### config.mk
export PLATFORM = sky130hd
export DESIGN_NAME = fan_drive_acoustic_ramp_config
export DESIGN_NICKNAME = d
export VERILOG_FILES = /design/src/hw/fan_pkg.sv /design/src/hw/duty_ramp.sv /design/src/hw/fan_drive_acoustic_ramp_config.sv
export SDC_FILE = /design/constraint.sdc
export NUM_CORES = 1
export LEC_CHECK = 0
export BUFFER_PORTS_ARGS = -buffer_cell sky130_fd_sc_hd__clkbuf_2
export CAP_MARGIN = 20
export CORE_UTILIZATION = 40
export DETAILED_ROUTE_END_ITERATION = 10
export SYNTH_ARGS = -nofsm -noshare
export SYNTH_HDL_FRONTEND = slang
export SYNTH_SLANG_ARGS = --single-unit
export TNS_END_PERCENT = 5
### constraint.sdc
create_clock -name core_clk -period 3.8 [get_ports core_clk]
set_input_delay 0.19 -clock core_clk [delete_from_list [all_inputs] [get_ports core_clk]]
set_output_delay 0.19 -clock core_clk [all_outputs]
set_load 0.005 [all_outputs]
### src/hw/fan_pkg.sv
// Shared constants and types for the fan drive acoustic ramp block
package fan_pkg;

  // ==========================================================
  // Bus geometry
  localparam int ADR_W  = 10;
  localparam int DATA_W = 32;
  localparam int IDX_W  = 8;

  // ==========================================================
  // Register indices, byte address is four times the index
  localparam logic [7:0] IDX_CTRL  = 8'h40;
  localparam logic [7:0] IDX_DUTY1 = 8'h41;
  localparam logic [7:0] IDX_DUTY2 = 8'h42;
  localparam logic [7:0] IDX_DUTY3 = 8'h43;
  localparam logic [7:0] IDX_CFG1  = 8'h62;
  localparam logic [7:0] IDX_CFG2  = 8'h63;
  localparam logic [7:0] IDX_MDUTY1 = 8'h64;
  localparam logic [7:0] IDX_MDUTY2 = 8'h65;
  localparam logic [7:0] IDX_MDUTY3 = 8'h66;

  // ==========================================================
  // Field positions
  localparam int CFG1_RAMP_LSB = 0;
  localparam int CFG1_EN_BIT   = 3;
  localparam int CFG1_SYNC_BIT = 4;
  localparam int CFG1_FLR1_BIT = 5;
  localparam int CFG1_FLR2_BIT = 6;
  localparam int CFG1_FLR3_BIT = 7;
  localparam int CFG2_RAMP3_LSB = 0;
  localparam int CFG2_EN3_BIT   = 3;
  localparam int CFG2_RAMP2_LSB = 4;
  localparam int CFG2_EN2_BIT   = 7;
  localparam int CTRL_LOCK_BIT = 0;
  localparam int CTRL_AUTO_BIT = 1;
  localparam int CTRL_RAMP_LSB = 2;

  // ==========================================================
  // Reset values
  localparam logic [7:0] CFG1_RST     = 8'h00;
  localparam logic [7:0] CFG2_RST     = 8'h00;
  localparam logic [7:0] MIN_DUTY_RST = 8'h80;
  localparam logic [7:0] DUTY_OFF     = 8'h00;

  // ==========================================================
  // Timing: one slot is 1/171 of the 33% to 100% sweep at one count per slot
  localparam int SWEEP_MS    = 35000;
  localparam int SWEEP_STEPS = 171;
  localparam int CLK_KHZ     = 100000;
  localparam int SLOT_CYCLES_DFLT =
    int'((64'(SWEEP_MS) * 64'(CLK_KHZ)) / 64'(SWEEP_STEPS));
  localparam int SLOT_CNT_W = 25;

  typedef enum logic [1:0] {RAMP_IDLE, RAMP_UP, RAMP_DOWN} ramp_dir_e;

  // Duty counts moved per slot for each ramp code
  function automatic logic [7:0] ramp_step(input logic [2:0] code);
    case (code)
      3'h0:    ramp_step = 8'h01;
      3'h1:    ramp_step = 8'h02;
      3'h2:    ramp_step = 8'h03;
      3'h3:    ramp_step = 8'h05;
      3'h4:    ramp_step = 8'h08;
      3'h5:    ramp_step = 8'h0C;
      3'h6:    ramp_step = 8'h18;
      default: ramp_step = 8'h30;
    endcase
  endfunction

endpackage

### src/hw/duty_ramp.sv
// Duty ramp unit: steps a duty value toward its target once per slot
`timescale 1ns/100ps
module duty_ramp
  import fan_pkg::*;
(
  input  wire logic       core_clk,
  input  wire logic       arst_n,
  input  wire logic       clk_en,
  input  wire logic       slot_tick,
  input  wire logic       ramp_on,
  input  wire logic [2:0] ramp_code,
  input  wire logic [7:0] target,
  output logic      [7:0] duty,
  output logic            ramping
);

  typedef struct packed {
    logic [7:0] duty;
    ramp_dir_e  dir;
  } ramp_s;

  localparam ramp_s Q_RST = '{duty: DUTY_OFF, dir: RAMP_IDLE};

  ramp_s      q_r;
  ramp_s      q_nxt;
  logic [7:0] step;

  always_comb begin
    q_nxt = q_r;
    step  = ramp_step(ramp_code);
    if (!ramp_on) begin
      q_nxt.duty = target;
      q_nxt.dir  = RAMP_IDLE;
    end else if (target > q_r.duty) begin
      q_nxt.dir = RAMP_UP;
      if (slot_tick) begin
        q_nxt.duty = (target - q_r.duty <= step) ? target
                                                : q_r.duty + step;
      end
    end else if (target < q_r.duty) begin
      q_nxt.dir = RAMP_DOWN;
      if (slot_tick) begin
        q_nxt.duty = (q_r.duty - target <= step) ? target
                                                : q_r.duty - step;
      end
    end else begin
      q_nxt.dir = RAMP_IDLE;
    end
  end

  always_ff @(posedge core_clk or negedge arst_n) begin
    if (!arst_n) begin
      q_r <= Q_RST;
    end else if (clk_en) begin
      q_r <= q_nxt;
    end
  end

  assign duty    = q_r.duty;
  assign ramping = (q_r.dir != RAMP_IDLE);
endmodule

### src/hw/fan_drive_acoustic_ramp_config.sv
// Fan drive outputs with acoustic ramp, floor select and tach sync
//
// Decided for this implementation: the Wishbone slave port.
`timescale 1ns/100ps
// ============================================================
// Overview of operation
// - Output 1 ramps when its enable is set
// - Sync set: speed inputs 2-4 gated by out3
// - Sync clear: only speed inputs 3,4 gated
// - Auto below floor: out1 zero or minimum
// - Auto below floor: out2 zero or minimum
// - Auto below floor: out3 zero or minimum
// - Lock set: acoustic register writes ignored
// - Out3 ramps gradually at its selected rate
// - Ramp codes give 1,2,3,5,8,12,24,48 counts
// - Second acoustic register resets to zero
// - Minimum duty registers reset to half duty
module fan_drive_acoustic_ramp_config
  import fan_pkg::*;
#(
  parameter int SLOT_CYCLES = fan_pkg::SLOT_CYCLES_DFLT
) (
  input  wire logic                      core_clk,
  input  wire logic                      arst_n,
  input  wire logic                      clk_en,
  input  wire logic                      wb_cyc,
  input  wire logic                      wb_stb,
  input  wire logic                      wb_we,
  input  wire logic [fan_pkg::ADR_W-1:0]  wb_adr,
  input  wire logic [3:0]                wb_sel,
  input  wire logic [fan_pkg::DATA_W-1:0] wb_dat_w,
  output logic      [fan_pkg::DATA_W-1:0] wb_dat_r,
  output logic                           wb_ack,
  input  wire logic [7:0]                calc_duty_1,
  input  wire logic [7:0]                calc_duty_2,
  input  wire logic [7:0]                calc_duty_3,
  input  wire logic                      below_floor_1,
  input  wire logic                      below_floor_2,
  input  wire logic                      below_floor_3,
  input  wire logic                      fan_speed_in_2,
  input  wire logic                      fan_speed_in_3,
  input  wire logic                      fan_speed_in_4,
  output logic                           fan_drive_out_1,
  output logic                           fan_drive_out_2,
  output logic                           fan_drive_out_3,
  output logic                           fan_speed_meas_2,
  output logic                           fan_speed_meas_3,
  output logic                           fan_speed_meas_4
);

  import fan_pkg::*;

  // ==========================================================
  // State
  // Bus answer and read data are part of the state, so the bus
  // outputs come from flip-flops like the rest.
  typedef struct packed {
    logic [7:0]            cfg1;
    logic [7:0]            cfg2;
    logic [2:0][7:0]       min_duty;
    logic                  lock;
    logic                  auto_mode;
    logic                  ack;
    logic [7:0]            rdata;
    logic [SLOT_CNT_W-1:0] slot_cnt;
    logic                  slot_tick;
    logic [7:0]            pwm_cnt;
    logic [2:0]            drive;
    logic [2:0]            speed_meas;
  } top_s;

  localparam top_s Q_RST = '{
    cfg1:     CFG1_RST,
    cfg2:     CFG2_RST,
    min_duty: {3{MIN_DUTY_RST}},
    default:  '0
  };

  localparam logic [SLOT_CNT_W-1:0] SLOT_LAST =
    SLOT_CNT_W'(SLOT_CYCLES - 1);

  top_s             q_r;
  top_s             q_nxt;
  logic [2:0][7:0]  target;
  logic [2:0][7:0]  duty;
  logic [2:0]       ramp_on;
  logic [2:0][2:0]  ramp_code;
  logic [2:0]       ramping;
  logic [IDX_W-1:0] idx;
  logic             req;
  logic             wr;
  logic             sync_all;

  // ==========================================================
  // Duty target selection
  // Below the floor in automatic mode the loop output is overridden,
  // either to off or to the programmed minimum.
  function automatic logic [7:0] floor_target(
    input logic       auto_on,
    input logic       below,
    input logic       use_min,
    input logic [7:0] min_val,
    input logic [7:0] calc
  );
    if (auto_on && below) begin
      floor_target = use_min ? min_val : DUTY_OFF;
    end else begin
      floor_target = calc;
    end
  endfunction

  always_comb begin
    target[0] = floor_target(q_r.auto_mode, below_floor_1,
      q_r.cfg1[CFG1_FLR1_BIT], q_r.min_duty[0], calc_duty_1);
    target[1] = floor_target(q_r.auto_mode, below_floor_2,
      q_r.cfg1[CFG1_FLR2_BIT], q_r.min_duty[1], calc_duty_2);
    target[2] = floor_target(q_r.auto_mode, below_floor_3,
      q_r.cfg1[CFG1_FLR3_BIT], q_r.min_duty[2], calc_duty_3);
  end

  // ==========================================================
  // Ramp units, one per drive output
  // All three outputs share one step table and one slot timer,
  // which keeps fans on a common supply stepping in lockstep.
  assign ramp_on[0]   = q_r.cfg1[CFG1_EN_BIT];
  assign ramp_on[1]   = q_r.cfg2[CFG2_EN2_BIT];
  assign ramp_on[2]   = q_r.cfg2[CFG2_EN3_BIT];
  assign ramp_code[0] = q_r.cfg1[CFG1_RAMP_LSB +: 3];
  assign ramp_code[1] = q_r.cfg2[CFG2_RAMP2_LSB +: 3];
  assign ramp_code[2] = q_r.cfg2[CFG2_RAMP3_LSB +: 3];

  for (genvar g = 0; g < 3; g++) begin : g_ramp
    duty_ramp u_ramp (
      .core_clk  (core_clk),
      .arst_n    (arst_n),
      .clk_en    (clk_en),
      .slot_tick (q_r.slot_tick),
      .ramp_on   (ramp_on[g]),
      .ramp_code (ramp_code[g]),
      .target    (target[g]),
      .duty      (duty[g]),
      .ramping   (ramping[g])
    );
  end

  // ==========================================================
  // Register bus decode
  assign idx      = wb_adr[ADR_W-1:2];
  assign req      = wb_cyc && wb_stb && !q_r.ack;
  assign wr       = req && wb_we && wb_sel[0];
  assign sync_all = q_r.cfg1[CFG1_SYNC_BIT];

  always_comb begin
    q_nxt = q_r;

    // Slot timer paces every ramp step
    // Slot length is a parameter so that simulation can shorten
    // the 35 s sweep to a few thousand cycles.
    q_nxt.slot_tick = 1'b0;
    if (q_r.slot_cnt == SLOT_LAST) begin
      q_nxt.slot_cnt  = '0;
      q_nxt.slot_tick = 1'b1;
    end else begin
      q_nxt.slot_cnt = q_r.slot_cnt + SLOT_CNT_W'(1);
    end

    // Free running pulse width generator
    // Duty 0xFF still leaves one low count in every 256, so a
    // fan at full duty sees a short gap each period.
    q_nxt.pwm_cnt = q_r.pwm_cnt + 8'h01;
    for (int i = 0; i < 3; i++) begin
      q_nxt.drive[i] = (q_r.pwm_cnt < duty[i]);
    end

    // Speed samples 3,4 only taken while out3 drives (sample 2 too when sync is set), since a fan on a
    // switched supply gives no valid tach pulses in its off phase
    if (!sync_all || q_r.drive[2]) begin
      q_nxt.speed_meas[0] = fan_speed_in_2;
    end
    if (q_r.drive[2]) begin
      q_nxt.speed_meas[1] = fan_speed_in_3;
      q_nxt.speed_meas[2] = fan_speed_in_4;
    end

    // Single cycle answer to every request, mapped or not
    // Unmapped indices answer too, so a stray access never hangs
    // the master; reads give zero and writes are dropped.
    q_nxt.ack = req;
    if (req) begin
      case (idx)
        IDX_CTRL:  q_nxt.rdata = {3'h0, ramping, q_r.auto_mode,
                                  q_r.lock};
        IDX_DUTY1: q_nxt.rdata = duty[0];
        IDX_DUTY2: q_nxt.rdata = duty[1];
        IDX_DUTY3: q_nxt.rdata = duty[2];
        IDX_CFG1:  q_nxt.rdata = q_r.cfg1;
        IDX_CFG2:  q_nxt.rdata = q_r.cfg2;
        IDX_MDUTY1: q_nxt.rdata = q_r.min_duty[0];
        IDX_MDUTY2: q_nxt.rdata = q_r.min_duty[1];
        IDX_MDUTY3: q_nxt.rdata = q_r.min_duty[2];
        default:   q_nxt.rdata = 8'h00;
      endcase
    end

    // Byte lane 0 carries every register; other lanes are ignored
    if (wr) begin
      case (idx)
        IDX_CTRL: begin
          // Lock can only be set; reset is the only way out
          q_nxt.lock      = q_r.lock | wb_dat_w[CTRL_LOCK_BIT];
          q_nxt.auto_mode = wb_dat_w[CTRL_AUTO_BIT];
        end
        IDX_CFG1: begin
          if (!q_r.lock) begin
            q_nxt.cfg1 = wb_dat_w[7:0];
          end
        end
        IDX_CFG2: begin
          if (!q_r.lock) begin
            q_nxt.cfg2 = wb_dat_w[7:0];
          end
        end
        // Minimum duties stay writable under lock, so the floor can
        // still be tuned on a locked system.
        IDX_MDUTY1: q_nxt.min_duty[0] = wb_dat_w[7:0];
        IDX_MDUTY2: q_nxt.min_duty[1] = wb_dat_w[7:0];
        IDX_MDUTY3: q_nxt.min_duty[2] = wb_dat_w[7:0];
        default: begin
        end
      endcase
    end
  end

  // ==========================================================
  // State register
  always_ff @(posedge core_clk or negedge arst_n) begin
    if (!arst_n) begin
      q_r <= Q_RST;
    end else if (clk_en) begin
      q_r <= q_nxt;
    end
  end

  assign wb_ack           = q_r.ack;
  assign wb_dat_r         = {24'h000000, q_r.rdata};
  assign fan_drive_out_1  = q_r.drive[0];
  assign fan_drive_out_2  = q_r.drive[1];
  assign fan_drive_out_3  = q_r.drive[2];
  assign fan_speed_meas_2 = q_r.speed_meas[0];
  assign fan_speed_meas_3 = q_r.speed_meas[1];
  assign fan_speed_meas_4 = q_r.speed_meas[2];
endmodule

* Yosys cells after proc, flatten, opt, wreduce, memory -nomap -nowiden
Index checks and enable logic that the tools add are counted.
** Word-level totals
- Register bits :: 121
- Bits of input ports :: 82
- Output and inout bits :: 39
- Logic and storage cells :: 153
** Operators by class
- $add $sub $neg :: 14
- Order comparisons :: 15
- Equal/unequal tests :: 37
- Mux-type cells :: 36
- Bitwise logic cells :: 2
- Reduce and logical (&&, ||, !) cells :: 28
** Operators by type and width (number)
- 8-bit 2-to-1 mux :: 21
- 6-bit one-hot mux with 7 select lines :: 3
- 8-bit by 7-bit == test with 1-bit output, second input constant :: 9
- 8-bit one-hot mux with 9 select lines :: 1
- 10-bit 2-to-1 mux :: 6
- 8-bit by 6-bit <= comparator with 1-bit output :: 6
- 8-bit < comparator :: 6
- 8-bit subtractor :: 6
- 3-bit == test, second input constant :: 9
- 25-bit by 1-bit adder with 25-bit output, second input constant :: 1
- 25-bit == test, second input constant :: 1
- 25-bit 2-to-1 mux :: 1
- 8-bit by 6-bit adder with 8-bit output :: 3
- 8-bit greater-than comparator :: 3
- 8-bit by 6-bit subtractor with 8-bit output :: 3
- 4-bit AND reduction :: 5
- 3-bit by 2-bit == test with 1-bit output, second input constant :: 6
- 3-bit != test, second input constant :: 6
- 3-bit AND reduction :: 4
- 3-bit by 1-bit == test with 1-bit output, second input constant :: 3
- 3-bit zero test :: 3
- 3-bit by 1-bit != test with 1-bit output, second input constant :: 3
- 8-bit by 1-bit adder with 8-bit output, second input constant :: 1
- 1-bit logical AND :: 7
- 8 further kinds :: 15

* Depth between registers and ports, before layout
- Depth in word-level cells :: 9
- Gate-level depth with buffers :: 23
- Gate-level depth less buffers :: 20

* Hierarchy
A second synthesis with hierarchy kept.
** Second synthesis, totals
- Cell total of the unflattened synthesis :: 1437
- Area, all modules :: 12314.3 sq um
** By module, submodules not included
- fan_drive_acoustic_ramp_config :: instances 1, cells each 577, area each 5642.9 sq um, seq. area each 2280.9 sq um
- duty_ramp (g_ramp[0].u_ramp) :: instances 1, cells each 293, area each 2263.4 sq um, seq. area each 250.2 sq um
- duty_ramp (g_ramp[1].u_ramp) :: instances 1, cells each 284, area each 2262.2 sq um, seq. area each 250.2 sq um
- duty_ramp (g_ramp[2].u_ramp) :: instances 1, cells each 283, area each 2145.8 sq um, seq. area each 250.2 sq um

* Least setup slack after synthesis
Ideal clock, no wire load.
- Path type :: flip-flop to flip-flop
- Start :: register q_r[49] (netlist name)
- End :: register g_ramp[2].u_ramp.q_r (netlist bit g_ramp[2].u_ramp.duty[0])
- Library setup time :: 0.078 ns
- Data arrival time :: 4.085 ns
- Data required time :: 3.722 ns
- Slack :: -0.364 ns
- Stages on the path, launching flop included :: 21
- Path buffers :: 2
- Clock period less this slack :: 4.164 ns
- Path through :: dfrtp_1 buf_6 buf_6 a21bo_2 and2_1 inv_1 ha_1 or3_1 o21ai_0 a31o_2 o21bai_1 a21oi_1 xnor2_1 ha_1 a2111oi_0 a21oi_1 nor4_4 a21oi_1 o21ai_1 mux2_2 o21ai_1
** Between the ends
- Longest elaborated chain between the ends :: 9
- Elaborated cells between the ends (all ways) :: 19
- Those cells by class :: 2 x add/sub; 4 x order compare; 3 x eq/ne; 8 x mux; 2 x reduce/logical
** Ends and longest elaborated chain
- from (decl) :: line fan_drive_acoustic_ramp_config.sv:82 : top_s q_r;
- from (signal assigned) :: line fan_drive_acoustic_ramp_config.sv:240 : q_r <= q_nxt;
- 1-bit logical AND * :: line fan_drive_acoustic_ramp_config.sv:105 : if (auto_on && below) begin
- 8-bit 2-to-1 mux * :: line fan_drive_acoustic_ramp_config.sv:105
- 8-bit subtractor :: line duty_ramp.sv:43 : q_nxt.duty = (q_r.duty - target <= step) ? target
- 8-bit by 6-bit <= comparator with 1-bit output :: line duty_ramp.sv:43
- 8-bit 2-to-1 mux :: line duty_ramp.sv:43
- 8-bit 2-to-1 mux :: line duty_ramp.sv:42 : if (slot_tick) begin
- 8-bit 2-to-1 mux :: line duty_ramp.sv:40 : end else if (target < q_r.duty) begin
- 10-bit 2-to-1 mux :: line duty_ramp.sv:34 : end else if (target > q_r.duty) begin
- 10-bit 2-to-1 mux :: line duty_ramp.sv:31 : if (!ramp_on) begin
- to (signal assigned) :: line duty_ramp.sv:55 : q_r <= q_nxt;
- to (decl) :: line duty_ramp.sv:24 : ramp_s q_r;
Every way passes the cells marked *; elsewhere a longest branch is shown, timed or not. The select of a mux whose other input is x is not followed.
A chain may end at the register's enable or synchronous reset.

* Worst setup path in the final report
- Start :: register q_r[49] (netlist name)
- End :: register g_ramp[0].u_ramp.q_r (netlist bit g_ramp[0].u_ramp.duty[5])
** Between the ends
- Longest elaborated chain between the ends :: 9
- Elaborated cells between the ends (all ways) :: 19
- Those cells by class :: 2 x add/sub; 4 x order compare; 3 x eq/ne; 8 x mux; 2 x reduce/logical
** Ends and longest elaborated chain (line)
- 1-bit logical AND * :: fan_drive_acoustic_ramp_config.sv:105
- 8-bit 2-to-1 mux * :: fan_drive_acoustic_ramp_config.sv:105
- 8-bit subtractor :: duty_ramp.sv:43
- 8-bit by 6-bit <= comparator with 1-bit output :: duty_ramp.sv:43
- 8-bit 2-to-1 mux :: duty_ramp.sv:43
- 8-bit 2-to-1 mux :: duty_ramp.sv:42
- 8-bit 2-to-1 mux :: duty_ramp.sv:40
- 10-bit 2-to-1 mux :: duty_ramp.sv:34
- 10-bit 2-to-1 mux :: duty_ramp.sv:31
- to (signal assigned) :: duty_ramp.sv:55
- to (decl) :: duty_ramp.sv:24
Marks and branches as above.

==> out/results.tsv <==
stage	metric	value	unit
grt	grt_max_degree	74	
drt	vias_per_cell	5.519	
grt	grt_pass1_vias	10455	
sta	skew	0.009848	ns
clocking	clockRootBuffer	clkbuf_16	
floorplanning	die_area	29890	µm²
setup_path	crit_top_cell	a21oi_1	
clocking	htreeDepth	4	
drt	dr.pass1.iters	5	
yosys	synth_area_leaders	dfrtp_1 25%, ha_1 14%, mux2_2 4.8%	
sta	relSlewSlack	33.30	%
sta	finalSetupViolations	18	
setup_path	cp_slowest_cell	dfrtp_1	
finish	stdcell_area	14080	µm²
clocking	cts_inserted_buffers	17	
sta	tightestPinTransition	1.000	ns
clocking	cts_tree	yes	
min_path	hold_start	wb_dat_w[5]	
yosys	synth.ff_latch_count	121	
floorplanning	die_h	172.9	µm
status	failed_checks	setup timing	
clocking	clock_tree.buffer_depth	2	
drt	vias	10575	
sta	layout_min_cycle_time	3.966	ns
run	maxCapViolations	0	
grt	gr-total-overflow	0	
grt	grt_pass1_wl	56320	µm
floorplanning	dieWidth	172.9	µm
drt	dr.first_iter.drc_count	820	
placed_design	port_buffers	67	
setup_path	critPathMaxFanout	18	
setup_path	criticalPathCategory	reg2reg	
setup_path	cp_cell_sequence	buf_12 -> nand4_1 -> and2_4 -> inv_1 -> ha_1 -> or3_1 -> o21ai_2 -> a31oi_1 -> a21oi_1 -> nor2_1 -> nor2_1 -> xnor2_1 -> ha_1 -> o21a_1 -> o22ai_1 -> a21oi_1 -> a211o_1 -> and3_4 -> a221o_1 -> a41o_1 -> a21oi_1	
yosys	ys.flop_type	dfrtp_1	
yosys	syn_avg_cell_area	8.634	µm²
setup_path	r2r_slack	-0.17	ns
setup_path	crit_arrival	4.31	ns
floorplanning	core	28700	µm²
yosys	synth_area	11680	µm²
placed_design	place_hpwl	28110	µm
yosys	yosys_warnings	0	
setup_path	setup.worst_path.end_class	register	
sta	rsz0062_at_grt	true	
min_path	min_path_type	in2reg	
yosys	ys_types	84	
setup_path	worstPathRequired	4.14	ns
drt	drc	0	
sta	post-route-period-util	104.4	%
yosys	async_flop_share	100.0	%
setup_path	crit_path_start_kind	register	
status	status	finished, violations left	
finish	drive_gt1_share	25.00	%
finish	fin_util	49.05	%
placed_design	gp_congestion	0.9002	
floorplanning	num_rows	62	
pwr	finalPower	5.309	mW
grt	grt_usage	23.89	%
finish	finalNonFillerCells	1916	
pwr	p_leak	6.706	nW
placed_design	dpl_cell_area	13240	µm²
pwr	power_per_cell_area	377.1	nW/µm²
finish	syn2layout_area_growth	20.50	%
sta	slew_viol_final	0	
sta	worst_slack	-0.1663	ns
clocking	cts.reportedPaths.clkPinSlew	0.06	ns
finish	nets	1739	
sta	final_hold_viol_count	0	
yosys	yosysTopAreaCell	dfrtp_1	
floorplanning	ios	121	
yosys	netlist.area_leader.share	25.28	%
placed_design	dp_cells	1879	
yosys	synthTopCellsByCount	128 x ha_1, 124 x nand2_1, 118 x dfrtp_1, 103 x inv_1, 78 x nor2_1	
grt	antenna_found_initial	1	
finish	num_antenna_cells	0	
setup_path	startpoint	q_r[49]$_DFFE_PN0P_	
clocking	clock_latency	0.42	ns
floorplanning	start_util	40.70	%
drt	postRouteAntennaNets	0	
setup_path	slowest_delay	0.40	ns
drt	drt-total-wl	35500	µm
yosys	yosysMostFrequentCell	ha_1	
pwr	peakVddDrop	0.3080	mV
yosys	ys_seq_area_share	25.95	%
setup_path	worstReg2RegStart	q_r[49]$_DFFE_PN0P_	
yosys	synth_edf_count	0	
yosys	synth_cells	1353	
drt	wl_per_cell	18.53	µm
clocking	cts.sinks	121	
sta	fmax	0.2521	GHz
## flip-flops by register name (all words and copies together), names as in the netlist
register            flops
fan_drive_out_1         1
fan_drive_out_2         1
fan_drive_out_3         1
fan_speed_meas_2        1
fan_speed_meas_3        1
fan_speed_meas_4        1
g_ramp.u_ramp.duty     24
g_ramp.u_ramp.q_r       6
q_r                    76
wb_ack                  1
wb_dat_r                8
## what timing repair did
item,in CTS,in global routing
setup endpoints to repair,24,24
pin swaps,6,12
endpoints found under the hold margin,71,0
buffers inserted,1,1
resized for setup,19,24
hold buffers,4,0
## critical path, delay by kind of cell (launching register included)
family                     cells  cell delay, ns
adders and majority gates      2            0.45
AOI/OAI and AO/OA             10            1.71
buffers and inverters          2            0.21
DFF                            1            0.40
xor gates and xnor gates       1            0.14
and+or+nand+nor                6            0.96
## placed cells by master, fill, tap and decap left out, types with 7 or more instances in the layout
cell,Yosys,layout
a211oi_1,15,15
o21ai_0,63,60
nand2_1,124,120
clkbuf_16,0,17
nand3_1,36,36
xor2_1,26,26
a31oi_1,11,8
a21o_1,36,36
and3_1,14,12
mux2i_1,24,24
conb_1,1,24
a221oi_2,0,8
dfrtp_1,118,118
o31ai_1,9,9
buf_4,33,131
nor3_1,21,21
o21a_1,12,12
or2_2,11,10
inv_1,103,101
nor2b_1,20,19
xnor2_1,56,56
fa_1,9,8
nand2b_1,17,17
o22ai_1,16,14
nor2_1,78,77
a21oi_2,3,10
a21bo_2,8,7
a21oi_1,73,64
mux2_2,50,50
ha_1,128,121
clkbuf_2,1,66
nand4_1,33,33
and2_1,17,14
o21bai_1,12,12
## path summary, 6_finish.rpt
path,end,cells after the start
setup / recovery,g_ramp[0].u_ramp.duty[5]$_DFFE_PN0P_,21
hold / removal,q_r[80]$_DFFE_PN0P_,2
setup reg to reg,g_ramp[0].u_ramp.duty[5]$_DFFE_PN0P_,21
hold reg to reg,wb_dat_r[0]$_DFFE_PN0P_,2
max in group asynchronous,q_r[55]$_DFFE_PN0P_,3
min in group asynchronous,wb_ack$_DFFE_PN0P_,2
## report_power, final
| group | total (mW) | switching, mW | internal, mW |
|---|---|---|---|
| registers | 1.57 | 0.175 | 1.40 |
| clock network | 1.54 | 0.645 | 0.898 |
| logic | 2.19 | 1.15 | 1.05 |
| total | 5.31 | 1.97 | 3.34 |
## per-stage QoR
stage          setup TNS [ns]  hold slack [ns]  worst slack [ns]
4_1_cts               -0.6993          0.07824          -0.08871
5_1_grt                -5.571          0.08921           -0.3596
6_report              -0.8914          0.09563           -0.1663
3_3_place_gp           -1.857           0.4247           -0.1958
3_5_place_dp           -2.631           0.4046           -0.2149
2_1_floorplan        -0.09401          -0.1056          -0.02624
## layout make-up
class / instances / area (µm²)
clock buffers: 17 / 425.4
clock inverters: 14 / 125.1
fillers: 2746 / 14630
inverters: 103 / 389.1
multi-input cells: 1073 / 8220
flip-flops and latches: 121 / 3032
well taps: 384 / 480.5
repair buffers: 204 / 1405
## cells by family (layout without fill, tap and decap cells)
group	after synthesis	count (layout)	synth area share [%]
buffers and inverters	182	338	7.315
adder cells (fa/ha/maj)	137	137	15.25
XOR/XNOR	83	83	6.383
AO/OA/AOI/OAI	337	337	19.37
other	1	24	0.03210
flip-flops	121	121	25.95
AND/OR/NAND/NOR	412	412	17.76
multiplexers	80	80	7.936
## layer usage
| metal | vias up | track usage (%) | wire length (µm) |
|---|---|---|---|
| met2 | 296 | 38.83 | 16290 |
| met5 | - | 0 | 0 |
| met1 | 5110 | 33.76 | 17060 |
| met3 | 44 | 2.595 | 1502 |
| met4 | 0 | 6.121 | 643 |
| li1 | 5125 | - | - |
(Power assumes the default switching activity.)
